===== src/inc/rsh_pkg.sv =====
// Purpose: Constants for the serial host port with reset and interface watchdog
// Assumes: Register indices 00h to 0Fh, one byte each
// Notes:   Reset values cover the control bits only; time bits hold their content
package rsh_pkg;
  localparam logic [3:0] RSH_IDX_CTRL1    = 4'h0;
  localparam logic [3:0] RSH_IDX_CTRL2    = 4'h1;
  localparam logic [3:0] RSH_IDX_SECONDS  = 4'h2;
  localparam logic [3:0] RSH_IDX_MINUTES  = 4'h3;
  localparam logic [3:0] RSH_IDX_HOURS    = 4'h4;
  localparam logic [3:0] RSH_IDX_DAYS     = 4'h5;
  localparam logic [3:0] RSH_IDX_WEEKDAYS = 4'h6;
  localparam logic [3:0] RSH_IDX_MONTHS   = 4'h7;
  localparam logic [3:0] RSH_IDX_YEARS    = 4'h8;
  localparam logic [3:0] RSH_IDX_AL_MIN   = 4'h9;
  localparam logic [3:0] RSH_IDX_AL_HOUR  = 4'ha;
  localparam logic [3:0] RSH_IDX_AL_DAY   = 4'hb;
  localparam logic [3:0] RSH_IDX_AL_WDAY  = 4'hc;
  localparam logic [3:0] RSH_IDX_CLKSEL   = 4'hd;
  localparam logic [3:0] RSH_IDX_CD_SETUP = 4'he;
  localparam logic [3:0] RSH_IDX_CD_VALUE = 4'hf;
  localparam logic [3:0] RSH_IDX_LAST     = 4'hf;
  localparam int         RSH_NUM_REGS     = 16;
  // Implemented-bit masks per register
  localparam logic [7:0] RSH_MASK [RSH_NUM_REGS] = '{
    8'hec, 8'hff, 8'hff, 8'h7f, 8'h3f, 8'h3f, 8'h07, 8'h1f,
    8'hff, 8'hff, 8'hbf, 8'hbf, 8'h87, 8'h07, 8'h83, 8'hff};
  // Control bits forced at every internal reset, and their values
  localparam logic [7:0] RSH_RSTM [RSH_NUM_REGS] = '{
    8'hec, 8'hff, 8'h80, 8'h00, 8'h00, 8'h00, 8'h00, 8'h00,
    8'h00, 8'h80, 8'h80, 8'h80, 8'h80, 8'h07, 8'h83, 8'h00};
  localparam logic [7:0] RSH_RSTV [RSH_NUM_REGS] = '{
    8'h08, 8'h00, 8'h80, 8'h00, 8'h00, 8'h00, 8'h00, 8'h00,
    8'h00, 8'h80, 8'h80, 8'h80, 8'h80, 8'h00, 8'h03, 8'h00};
  localparam int         RSH_FLAG_BIT     = 7;   // Oscillator-stop flag in seconds
  localparam int         RSH_ARM_BIT      = 3;   // Reset-bypass arm in control_one
  localparam int         RSH_HOUR12_BIT   = 2;   // 12-hour select in control_one
  localparam int         RSH_RW_BIT       = 7;
  localparam logic [2:0] RSH_SUBADDR      = 3'b001;
  localparam logic [2:0] RSH_CLKSEL_32K   = 3'b000;
  localparam int         RSH_WDOG_TICKS   = 2;
  localparam int         RSH_CLK_HZ       = 125000000;
  localparam int         RSH_FIFO_DEPTH   = 8;
  // Bypass sequence: minimum hold of each phase
  localparam int         RSH_BYP_MIN_NS   = 500;
  localparam int         RSH_BYP_MIN_CYC  = (RSH_BYP_MIN_NS * 125 + 999) / 1000;
  typedef enum logic [3:0] {
    RSH_ST_CMD  = 4'b0001,
    RSH_ST_WR   = 4'b0010,
    RSH_ST_RD   = 4'b0100,
    RSH_ST_IGN  = 4'b1000
  } rsh_state_type;
endpackage : rsh_pkg


===== src/design/rsh_serial_port.sv =====
// Purpose: Serial host port of a clock chip: command decode, register file, freeze, watchdog
// Assumes: Link pins are asynchronous and sampled twice; i_osc_running is a level from the oscillator
// Notes:   Write bytes pass an internal FIFO before they reach the register file
// Contract
// - Hold logic reset while oscillator stopped
// - Every internal reset sets oscillator-stop flag
// - Unimplemented register bits read zero; the code zeroes them only on a write, not at reset
// - Time bits keep content over resets
// - Reset selects 32k output, arm, 24h
// - Chip enable low reinitialises interface
// - Bypass needs arm bit and pin sequence
// - Bypass entry releases internal reset immediately
// - Writing arm zero leaves bypass mode
// - Transfer active only while enable high
// - Input sampled on serial clock rise
// - Output changes on serial clock fall
// - Bytes are eight bits, MSB first
// - First byte is command, rest data
// - Command bit 7 selects read/write
// - Subaddress must be 001 else ignore
// - Command low nibble is start index
// - Index increments, wraps after 0Fh
// - Time counting frozen during access
// - Watchdog aborts access stuck over 1s
// - Enable must drop low after abort
// - Abort within 1-2s, losing one second
`timescale 1ns/10ps

module rsh_fifo #(
  parameter int WIDTH = 12,
  parameter int DEPTH = 8
) (
  input  wire logic             i_clk,
  input  wire logic             i_rst,
  input  wire logic             i_flush,
  input  wire logic             i_in_valid,
  output logic                  o_in_ready,
  input  wire logic [WIDTH-1:0] i_in_data,
  output logic                  o_out_valid,
  input  wire logic             i_out_ready,
  output logic      [WIDTH-1:0] o_out_data
);
  localparam int AW = $clog2(DEPTH);
  logic [WIDTH-1:0] mem_r [DEPTH];
  logic [AW:0]      wp_r;
  logic [AW:0]      rp_r;
  logic             push;
  logic             pop;

  // Full and empty from pointer comparison with wrap bit
  assign o_in_ready  = (wp_r[AW-1:0] != rp_r[AW-1:0]) || (wp_r[AW] == rp_r[AW]);
  assign o_out_valid = (wp_r != rp_r);
  assign push        = i_in_valid && o_in_ready;
  assign pop         = o_out_valid && i_out_ready;
  assign o_out_data  = mem_r[rp_r[AW-1:0]];

  // Storage array
  always_ff @(posedge i_clk) begin
    if (push) begin
      mem_r[wp_r[AW-1:0]] <= i_in_data;
    end
  end

  // Pointers
  always_ff @(posedge i_clk or posedge i_rst) begin
    if (i_rst) begin
      wp_r <= '0;
      rp_r <= '0;
    end else if (i_flush) begin
      wp_r <= '0;
      rp_r <= '0;
    end else begin
      if (push) begin
        wp_r <= wp_r + 1'b1;
      end
      if (pop) begin
        rp_r <= rp_r + 1'b1;
      end
    end
  end
endmodule : rsh_fifo

module rsh_serial_port
  import rsh_pkg::*;
#(
  parameter int BYP_MIN_CYC = RSH_BYP_MIN_CYC
) (
  input  wire logic       i_clk,
  input  wire logic       i_rst,
  input  wire logic       i_osc_running,
  input  wire logic       i_tick_1hz,
  input  wire logic       i_chip_enable,
  input  wire logic       i_serial_clock,
  input  wire logic       i_serial_data_in,
  input  wire logic       i_reg_stall,
  output logic            o_serial_data_out,
  output logic            o_serial_data_out_en,
  output logic            o_internal_reset,
  output logic            o_freeze,
  output logic            o_tick_gated,
  output logic            o_hour12,
  output logic [2:0]      o_clock_output_pin_select,
  output logic            o_bypass_active
);
  // Pin synchronisers
  logic [2:0] s1_r;
  logic [2:0] s2_r;
  logic       ce;
  logic       sck;
  logic       serial_data_in;
  logic       sck_d_r;
  logic       osc1_r;
  logic       osc2_r;
  logic       sck_rise;
  logic       sck_fall;

  always_ff @(posedge i_clk or posedge i_rst) begin
    if (i_rst) begin
      s1_r    <= 3'h0;
      s2_r    <= 3'h0;
      sck_d_r <= 1'b0;
      osc1_r  <= 1'b0;
      osc2_r  <= 1'b0;
    end else begin
      s1_r    <= {i_chip_enable, i_serial_clock, i_serial_data_in};
      s2_r    <= s1_r;
      sck_d_r <= s2_r[1];
      osc1_r  <= i_osc_running;
      osc2_r  <= osc1_r;
    end
  end

  assign ce       = s2_r[2];
  assign sck      = s2_r[1];
  assign serial_data_in      = s2_r[0];
  assign sck_rise = ce && sck && !sck_d_r;
  assign sck_fall = ce && !sck && sck_d_r;

  // Register file and bypass state
  logic [7:0]    regs_r [RSH_NUM_REGS];
  logic          bypass_r;
  logic          int_rst;
  logic          int_rst_d_r;
  logic          fifo_valid;
  logic          fifo_ready;
  logic [11:0]   fifo_data;
  logic          wr_take;
  logic          clr_arm;

  // bypass lifts the reset at once
  assign int_rst          = !osc2_r && !bypass_r;
  assign o_internal_reset = int_rst;
  assign o_bypass_active  = bypass_r;
  assign wr_take          = fifo_valid && !i_reg_stall && !int_rst;
  assign clr_arm          = wr_take && (fifo_data[11:8] == RSH_IDX_CTRL1) && !fifo_data[RSH_ARM_BIT];

  always_ff @(posedge i_clk or posedge i_rst) begin
    if (i_rst) begin
      int_rst_d_r <= 1'b1;
    end else begin
      int_rst_d_r <= int_rst;
    end
  end

  // Bypass sequence: with enable low, data in high then low then enable pulses high
  logic [1:0]  byp_ph_r;
  logic [15:0] byp_cnt_r;
  logic        sdi_d_r;

  always_ff @(posedge i_clk or posedge i_rst) begin
    if (i_rst) begin
      sdi_d_r <= 1'b0;
    end else begin
      sdi_d_r <= serial_data_in;
    end
  end

  always_ff @(posedge i_clk or posedge i_rst) begin
    if (i_rst) begin
      byp_ph_r  <= 2'h0;
      byp_cnt_r <= 16'h0;
    end else if (!regs_r[RSH_IDX_CTRL1][RSH_ARM_BIT] || bypass_r || (ce && byp_ph_r != 2'h2)
                 || (serial_data_in != sdi_d_r && byp_cnt_r < 16'(BYP_MIN_CYC))) begin
      byp_ph_r  <= 2'h0;
      byp_cnt_r <= 16'h0;
    end else if (serial_data_in != sdi_d_r) begin
      byp_ph_r  <= (serial_data_in == byp_ph_r[0]) ? 2'h0 : 2'(byp_ph_r + 2'h1);
      byp_cnt_r <= 16'h0;
    end else if (byp_cnt_r != 16'hffff) begin
      byp_cnt_r <= byp_cnt_r + 16'h1;
    end
  end

  always_ff @(posedge i_clk or posedge i_rst) begin
    if (i_rst) begin
      bypass_r <= 1'b0;
    end else if (clr_arm) begin
      bypass_r <= 1'b0;
    end else if (byp_ph_r == 2'h2 && ce && byp_cnt_r >= 16'(BYP_MIN_CYC)) begin
      bypass_r <= 1'b1;
    end
  end

  // Register storage: control bits reset, time bits kept
  genvar gi;
  generate
    for (gi = 0; gi < RSH_NUM_REGS; gi++) begin : g_reg
      always_ff @(posedge i_clk) begin
        // reset values select 32k, arm, 24h
        if (int_rst) begin
          regs_r[gi] <= (regs_r[gi] & ~RSH_RSTM[gi]) | RSH_RSTV[gi];
        end else if (int_rst_d_r && gi == RSH_IDX_SECONDS) begin
          regs_r[gi] <= regs_r[gi] | 8'h80;
        end else if (wr_take && fifo_data[11:8] == 4'(gi)) begin
          regs_r[gi] <= fifo_data[7:0] & RSH_MASK[gi];
        end
      end
    end
  endgenerate

  assign o_hour12        = regs_r[RSH_IDX_CTRL1][RSH_HOUR12_BIT];
  assign o_clock_output_pin_select = regs_r[RSH_IDX_CLKSEL][2:0];

  // Serial engine
  rsh_state_type st_r;
  logic [2:0]    bit_r;
  logic [7:0]    shin_r;
  logic [7:0]    shout_r;
  logic [3:0]    idx_r;
  logic          byte_done;
  logic [7:0]    byte_in;
  logic          abort_r;
  logic [1:0]    wd_cnt_r;
  logic          access;
  logic          push_req;
  logic          pend_r;

  assign byte_in   = {shin_r[6:0], serial_data_in};
  assign byte_done = sck_rise && bit_r == 3'h7;
  assign push_req  = byte_done && st_r == RSH_ST_WR;

  always_ff @(posedge i_clk or posedge i_rst) begin
    if (i_rst) begin
      st_r   <= RSH_ST_CMD;
      bit_r  <= 3'h0;
      shin_r <= 8'h0;
      idx_r  <= 4'h0;
    end else if (!ce || int_rst) begin
      st_r   <= RSH_ST_CMD;
      bit_r  <= 3'h0;
      shin_r <= 8'h0;
      idx_r  <= 4'h0;
    end else if (abort_r) begin
      st_r <= RSH_ST_IGN;
    end else if (sck_rise) begin
      shin_r <= byte_in;
      bit_r  <= bit_r + 3'h1;
      if (bit_r == 3'h7) begin
        case (st_r)
          RSH_ST_CMD: begin
            if (byte_in[6:4] != RSH_SUBADDR) begin
              st_r <= RSH_ST_IGN;
            end else begin
              st_r <= byte_in[RSH_RW_BIT] ? RSH_ST_RD : RSH_ST_WR;
            end
            idx_r <= byte_in[3:0];
          end
          RSH_ST_WR: idx_r <= (idx_r == RSH_IDX_LAST) ? 4'h0 : idx_r + 4'h1;
          RSH_ST_RD: idx_r <= (idx_r == RSH_IDX_LAST) ? 4'h0 : idx_r + 4'h1;
          RSH_ST_IGN: idx_r <= idx_r;
          default: st_r <= RSH_ST_IGN;
        endcase
      end
    end
  end

  // Write bytes buffered as index and data
  rsh_fifo #(
    .WIDTH (12),
    .DEPTH (RSH_FIFO_DEPTH)
  ) u_fifo (
    .i_clk       (i_clk),
    .i_rst       (i_rst),
    .i_flush     (int_rst),
    .i_in_valid  (push_req),
    .o_in_ready  (fifo_ready),
    .i_in_data   ({idx_r, byte_in}),
    .o_out_valid (fifo_valid),
    .i_out_ready (!i_reg_stall && !int_rst),
    .o_out_data  (fifo_data)
  );

  always_ff @(posedge i_clk or posedge i_rst) begin
    if (i_rst) begin
      shout_r              <= 8'h0;
      o_serial_data_out    <= 1'b0;
      o_serial_data_out_en <= 1'b0;
    end else if (st_r != RSH_ST_RD || !ce || abort_r) begin
      shout_r              <= 8'h0;
      o_serial_data_out    <= 1'b0;
      o_serial_data_out_en <= 1'b0;
    end else if (sck_fall) begin
      o_serial_data_out_en <= 1'b1;
      if (bit_r == 3'h0) begin
        o_serial_data_out <= regs_r[idx_r][7];
        shout_r           <= {regs_r[idx_r][6:0], 1'b0};
      end else begin
        o_serial_data_out <= shout_r[7];
        shout_r           <= {shout_r[6:0], 1'b0};
      end
    end
  end

  assign access       = ce && (st_r == RSH_ST_WR || st_r == RSH_ST_RD) && !abort_r;
  assign o_freeze     = access;
  // a tick during an access is held and let out after it, so an abort costs one second
  assign o_tick_gated = (i_tick_1hz || pend_r) && !access && !int_rst;

  always_ff @(posedge i_clk or posedge i_rst) begin
    if (i_rst) begin
      wd_cnt_r <= 2'h0;
      abort_r  <= 1'b0;
      pend_r   <= 1'b0;
    end else if (!ce) begin
      wd_cnt_r <= 2'h0;
      abort_r  <= 1'b0;
      pend_r   <= 1'b0;
    end else if (access && i_tick_1hz) begin
      wd_cnt_r <= wd_cnt_r + 2'h1;
      pend_r   <= 1'b1;
      if (wd_cnt_r == 2'(RSH_WDOG_TICKS - 1)) begin
        abort_r <= 1'b1;
      end
    end else if (!access) begin
      pend_r <= 1'b0;
    end
  end

  // No back-pressure: a write byte that arrives while the FIFO is full is dropped; fifo_ready is left unused
  logic unused_ready;
  assign unused_ready = fifo_ready;
endmodule : rsh_serial_port


===== config.mk =====
export PLATFORM = sky130hd
export DESIGN_NAME = rsh_serial_port
export DESIGN_NICKNAME = d
export VERILOG_FILES = /design/src/inc/rsh_pkg.sv /design/src/design/rsh_serial_port.sv
export SDC_FILE = /design/constraint.sdc
export NUM_CORES = 1
export LEC_CHECK = 0
export BUFFER_PORTS_ARGS = -buffer_cell sky130_fd_sc_hd__clkbuf_2
export CAP_MARGIN = 0
export CORE_MARGIN = 2
export CORE_UTILIZATION = 55
export CTS_CLUSTER_DIAMETER = 50
export DETAILED_ROUTE_END_ITERATION = 6
export GPL_TIMING_DRIVEN = 0
export PLACE_DENSITY_LB_ADDON = 0.25
export SLEW_MARGIN = 25
export SYNTH_ARGS = -nofsm -noshare
export SYNTH_HDL_FRONTEND = slang
export SYNTH_SLANG_ARGS = --single-unit

===== constraint.sdc =====
create_clock -name i_clk -period 4.3 [get_ports i_clk]
set_clock_uncertainty 0.2 [all_clocks]
set_input_delay 0.43 -clock i_clk [delete_from_list [all_inputs] [get_ports i_clk]]
set_output_delay 0.43 -clock i_clk [all_outputs]
set_load 0.03 [all_outputs]

==> metrics, run 1 <==
status finished clean; dpl ws roughly 0.47 ns; unrepaired setup endpoints after global routing no; Max Freq 0.259 GHz; cts repair resizes 0; post-route clock period utilization 89.7%; startpoint class of the critical path flop; DRC errors left 0; CTS tree yes; core area just over 20000 um^2; Starting Density a little under three fifths; Max Cap Viol 0; Crit path max-delay family buffers and inverters; PD cells 382 nW/um^2; Vias 7226; layout overhead on the synthesized area 12.5%; commonest non-fill, non-tap cell in the layout edfxtp_1; synth warn 0; initial antenna violation count 0; Tightest Pin Transition about 1.0 ns; Clock Path Buffers 3; I/O Pins 18; Crit. End Element flop; Iteration-0 DRC Markers 821; FP Rows between 50 and 60; Slowest cell on crit path clkbuf_1; first-pass GRT wire length 41.0 mm; non-filler cells, final around 1.1k; top_reg_cell synth edfxtp_1; FFs w/ async S/R, synth 26.4%; WL final around 26 mm; clock-pin slew on the worst setup and hold paths approximately 0.06 ns; # setup viols final 0; HP Class primary input to flop; Tot Pwr 4900 uW; Final ANT Viol Nets 0; relative slew slack 31.4%; placed cell count 1084; Final #Nets slightly below 900; Post-DP HPWL 18.0 mm; Mapped Area 11400 um^2; clk_lat worst skew about 0.53 ns; most frequent cells in the layout 192 x edfxtp_1, 67 x dfrtp_1, 55 x nand2_1; vias per std cell 6.34; largest fanout on the critical path 12; Sink Count around 260; worst setup margin approximately 0.44 ns; I/O Buffers 17; Hold Worst Slack roughly 0.096 ns; Die Height 148 um; Congestion Overflow GR 0; Avg Inst Size Synth 14.6 um^2; Final min period 3.86 ns; cells along the critical path buf_6 > buf_2 > buf_1 > clkbuf_1 > mux4_2 > mux2i_1 > inv_1; Mapped Cells roughly 780; Lkg Pwr 0.00432 uW; Initial DRT Pass Iterations 6; routed len/inst 22.9 um; H-tree Lvls 1; ant diodes 0; clock root buffer clkbuf_16; Final Hold Viols 0; Die Wd 148 um; Critical Path RT 4.27 ns; max incr delay on CP 0.55 ns; Post-synth EDFFs 192; gpl congestion 0.887; Synth Register Bits 261; Max Slew Vio Count 0; CTS Buf Count 27; critical path class flop to flop; area of the die around 22000 um^2; CP arrival roughly 3.8 ns; sum of negative setup slack 0 ns; sequential share of the synthesized area 65.7%; peak supply drop 0.256 mV; post-CTS setup buffer count 0; largest net degree at the start of global routing 46; Yosys cell types a little under 70; critical path buffer and inverter count 5; Post-Syn Nets 802; GRT Total Usage 24.4%; layout cells sized above 1 a little under a fifth; number of global-route vias before repair about 7.3k
==> metal layers <==
metal  up-vias  GRT usage [%]  wire length (um)
met3        58           4.14              2050
met4         0           8.29               756
met2       324           39.4             12600
li1       3203              -                 -
met1      3641           34.3             10600
met5         -              0                 0
==> per-stage QoR <==
| step | utilization (%) | instance area [um^2] |
|---|---|---|
| 5_1_grt | 63.3 | 12800 |
| 6_report | 63.3 | 12800 |
| 4_1_cts | 63.3 | 12800 |
| 2_1_floorplan | - | 11400 |
| 3_5_place_dp | 59.1 | 12000 |
| 3_3_place_gp | 58.3 | 11800 |
==> cells in the mapped netlist (4+ instances only) <==
| master | n | area share (%) |
|---|---|---|
| a211oi_1 | 7 | 0.46 |
| a21oi_1 | 26 | 1.1 |
| a311oi_1 | 4 | 0.31 |
| a31oi_1 | 7 | 0.38 |
| and2_1 | 4 | 0.22 |
| and3_1 | 6 | 0.33 |
| and4_1 | 4 | 0.31 |
| buf_1 | 7 | 0.23 |
| buf_2 | 9 | 0.39 |
| clkbuf_1 | 25 | 0.82 |
| dfrtp_1 | 67 | 15 |
| edfxtp_1 | 192 | 51 |
| ha_1 | 10 | 1.1 |
| inv_1 | 19 | 0.62 |
| mux2_2 | 16 | 1.6 |
| mux2i_1 | 36 | 3.2 |
| mux4_2 | 39 | 7.7 |
| nand2_1 | 55 | 1.8 |
| nand2b_1 | 10 | 0.55 |
| nand3_1 | 27 | 1.2 |
| nand4_1 | 8 | 0.44 |
| nand4b_1 | 4 | 0.31 |
| nor2_1 | 39 | 1.3 |
| nor2b_1 | 12 | 0.66 |
| nor3_1 | 24 | 1.1 |
| nor4_1 | 7 | 0.38 |
| o2111ai_1 | 4 | 0.31 |
| o211ai_1 | 4 | 0.26 |
| o21ai_0 | 29 | 1.3 |
| o31ai_1 | 5 | 0.33 |
| or2_2 | 4 | 0.22 |
| or3_1 | 7 | 0.38 |
| or4_1 | 4 | 0.26 |
| xnor2_1 | 6 | 0.46 |
==> path summary, 6_finish.rpt <==
kind,startpoint,end,slack (ns),depth (start not counted)
worst max-delay path,u_fifo.rp_r[1],regs_r[15][0],0.44,7
worst min-delay path,i_reg_stall,u_fifo.rp_r[1],0.1,4
worst max register to register,u_fifo.rp_r[1],regs_r[15][0],0.44,7
worst min register to register,osc1_r,osc2_r,0.15,0
max in group asynchronous,i_rst,shout_r[3],3.16,4
min in group asynchronous,i_rst,shin_r[4],0.22,3
==> flip-flops by register name (all words and copies together), names as in the netlist, 7 cells and up <==
name	flops
regs_r	96
u_fifo.mem_r	96
byp_cnt_r	16
shin_r	7
shout_r	7
==> final cells by class <==
cell class	count	area, um^2
multi-input combinational	461	3710
clock inverter	17	93.8
inverter	19	73.8
tap	270	338
sequential	261	7490
buffer	43	181
clock buffer	32	694
fill	1513	7460
timing repair buffer	36	251
==> cells by family (layout without fill, tap and decap cells) <==
family                     count (synthesis)  in the layout  share of synthesized area (%)
AOI/OAI and AO/OA                        120            120                           7.26
DFF                                      261            261                           65.7
and+or+nand+nor                          231            231                           10.6
muxes                                     91             91                           12.4
buffers and inverters                     62            147                           2.21
adders and majority gates                 10             10                           1.10
xor gates and xnor gates                   9              9                          0.691
==> worst min-delay path: stages <==
cell and delay (ns):
clkbuf_2 0.11, a41oi_2 0.09, nand3_1 0.10, nand2_1 0.05
==> repair_timing <==
item	CTS	global route
hold buffers	6	0
endpoints found under the hold margin	29	0
setup endpoints to repair	0	0
==> power breakdown <==
group / internal (uW) / leakage [uW] / switching (uW)
Combinational: 29.1 / 0.00128 / 63.4
Sequential: 2700 / 0.00266 / 11.9
Clock: 1160 / 0.000388 / 943
No activity file was read; power rests on OpenSTA's default activity.
==> run 2: changes to the inputs <==
Settings changed: ABC_AREA set to 1, PLACE_DENSITY set to 0.71, PLACE_DENSITY_LB_ADDON 0.25 to not set.
==> metrics, run 2 <==
first-pass GRT wire length 41.4 mm; post-route clock period utilization 69.0%; WL final roughly 26 mm; Mapped Cells 1074; Post-synth EDFFs 192; fin util 63.5%; GRT Total Usage 24.4%; Max Cap Viol 0; cts repair resizes 0; Congestion Overflow GR 0; Tightest Pin Transition 0.958 ns; most numerous cell in the Yosys netlist nand2_1; Mapped Area 11300 um^2; Die Wd 148 um; I/O Pins 18; Final Hold Viols 0; PD cells 399 nW/um^2; routed len/inst 18.2 um; # setup viols final 0; Critical Path RT about 4.3 ns; clk_lat worst skew 0.54 ns; synth warn 0; FFs w/ async S/R, synth between 20% and 30%; CP Launch Point u_fifo.rp_r[2]; I/O Buffers 17; FF-to-FF End regs_r[15][0]; Lkg Pwr 0.00516 uW; Final min period 2.97 ns; CTS Buf Count 28; peak supply drop 0.295 mV; gpl congestion 0.857; HP Class flop to flop; Starting Density 56.0%; critical path class flop to flop; top_reg_cell synth edfxtp_1; CP arrival 2.92 ns; RR Startpoint u_fifo.rp_r[2]; area share of the largest cell type after synthesis 50.9%; core area between 20000 and 25000 um^2; CTS tree yes; sequential share of the synthesized area 66.2%; vias per std cell 5.55; Worst Setup EP regs_r[15][0]; Post-DP HPWL between 15 and 20 mm; Synth Register Bits between 200 and 300; main area contributors after synthesis edfxtp_1 51%, dfrtp_1 15%, nand2_1 8.2%, nor2_1 4.5%, o21ai_0 3.5%; r2r setup slk 1.33 ns; sum of negative setup slack 0 ns; Crit. End Element flop; largest area contributor in the netlist edfxtp_1; commonest non-fill, non-tap cell in the layout nand2_1; initial antenna violation count 0; Die Height around 150 um; clock root buffer clkbuf_16; fillers 1561; unrepaired setup endpoints after global routing no; number of global-route vias before repair roughly 7.7k; layout overhead on the synthesized area 13.4%; Max Freq 0.337 GHz; layout cells sized above 1 12.5%; largest net degree at the start of global routing 50; Tot Pwr 5120 uW; ant diodes 0; largest fanout on the critical path 12; Vias 7936; FP Rows 52; post-CTS setup buffer count 0; clock-pin slew on the worst setup and hold paths 0.06 ns; Avg Inst Size Synth 10.5 um^2; Yosys cell types 43; Final #Nets 1156; most frequent cells in the layout 247 x nand2_1, 192 x edfxtp_1, 136 x nor2_1; leading post-synthesis cells by instance count 247 x nand2_1, 192 x edfxtp_1, 136 x nor2_1, 95 x inv_1, 79 x o21ai_0; Initial DRT Pass Iterations 7; Iteration-0 DRC Markers around 710; Max Slew Vio Count 0; DRC errors left 0; worst-case reg-to-reg path depth 5; Final ANT Viol Nets 0; Sink Count 261; Post-Syn Nets ~1.1k; startpoint class of the critical path flop; H-tree Lvls 1; Clock Path Buffers 3; area of the die between 20000 and 25000 um^2; status finished clean; relative slew slack 35.9%
run 2: cell families after synthesis:
| group | Yosys count | synth area share [%] |
|---|---|---|
| buf+inv | 139 | 5.28 |
| compound gates | 151 | 7.70 |
| simple gates | 505 | 19.1 |
| flops | 261 | 66.2 |
| xor+xnor | 8 | 0.619 |
| fa+ha+maj | 10 | 1.10 |
run 2: stage by stage:
step	hold slack, ns	cell area, um^2	worst slack (ns)	std cells
4_1_cts	0.149	12800	1.42	1430
5_1_grt	0.157	12900	1.26	1430
2_1_floorplan	0.131	11300	1.69	1074
3_5_place_dp	0.136	11900	1.41	1372
3_3_place_gp	0.132	11800	0.501	1361
6_report	0.147	12900	1.33	1430
run 2: metal layers:
| metal | global-route usage, % | vias up | part of all wire (%) |
|---|---|---|---|
| li1 | - | 3803 | - |
| met1 | 34.4 | 3775 | 42 |
| met2 | 39.4 | 303 | 47 |
| met3 | 3.86 | 55 | 7.6 |
| met4 | 7.93 | 0 | 2.8 |
| met5 | 0 | - | 0 |
run 2: critical path: stages, from the launching register on:
cell and delay, ns:
dfrtp_1 0.44, buf_2 0.29, clkbuf_1 0.48, o221ai_1 0.22, o21ai_1 0.48, inv_1 0.46
run 2: timing repair:
item                                   CTS  global route
endpoints found under the hold margin   72             0
hold buffers                             6             0
setup endpoints to repair                0             0
run 2: where the power goes:
| part | switching, uW | internal, uW |
|---|---|---|
| combinational | 83.7 | 34.7 |
| sequential | 14.1 | 2700 |
| clock | 972 | 1320 |
| total | 1070 | 4050 |
run 2: cell type report:
class	instances	area (um^2)	area share, %
sequential	261	7490	58.3
multi-input combinational	674	3280	25.5
clock buffer	35	758	5.90
inverter	107	407	3.16
tap	270	338	2.63
timing repair buffer	34	255	1.99
buffer	32	194	1.51
clock inverter	17	124	0.964
run 2: worst min path at each step:
| stage | start | end | slack, ns | cells past startpoint |
|---|---|---|---|---|
| 2_1_floorplan | osc1_r | osc2_r | 0.13 | 0 |
| 3_3_place_gp | s1_r[0] | s2_r[0] | 0.13 | 0 |
| 3_5_place_dp | s1_r[0] | s2_r[0] | 0.14 | 0 |
| 4_1_cts | s1_r[0] | s2_r[0] | 0.15 | 0 |
| 5_1_grt | osc1_r | osc2_r | 0.16 | 0 |
| 6_report | s1_r[0] | s2_r[0] | 0.15 | 0 |
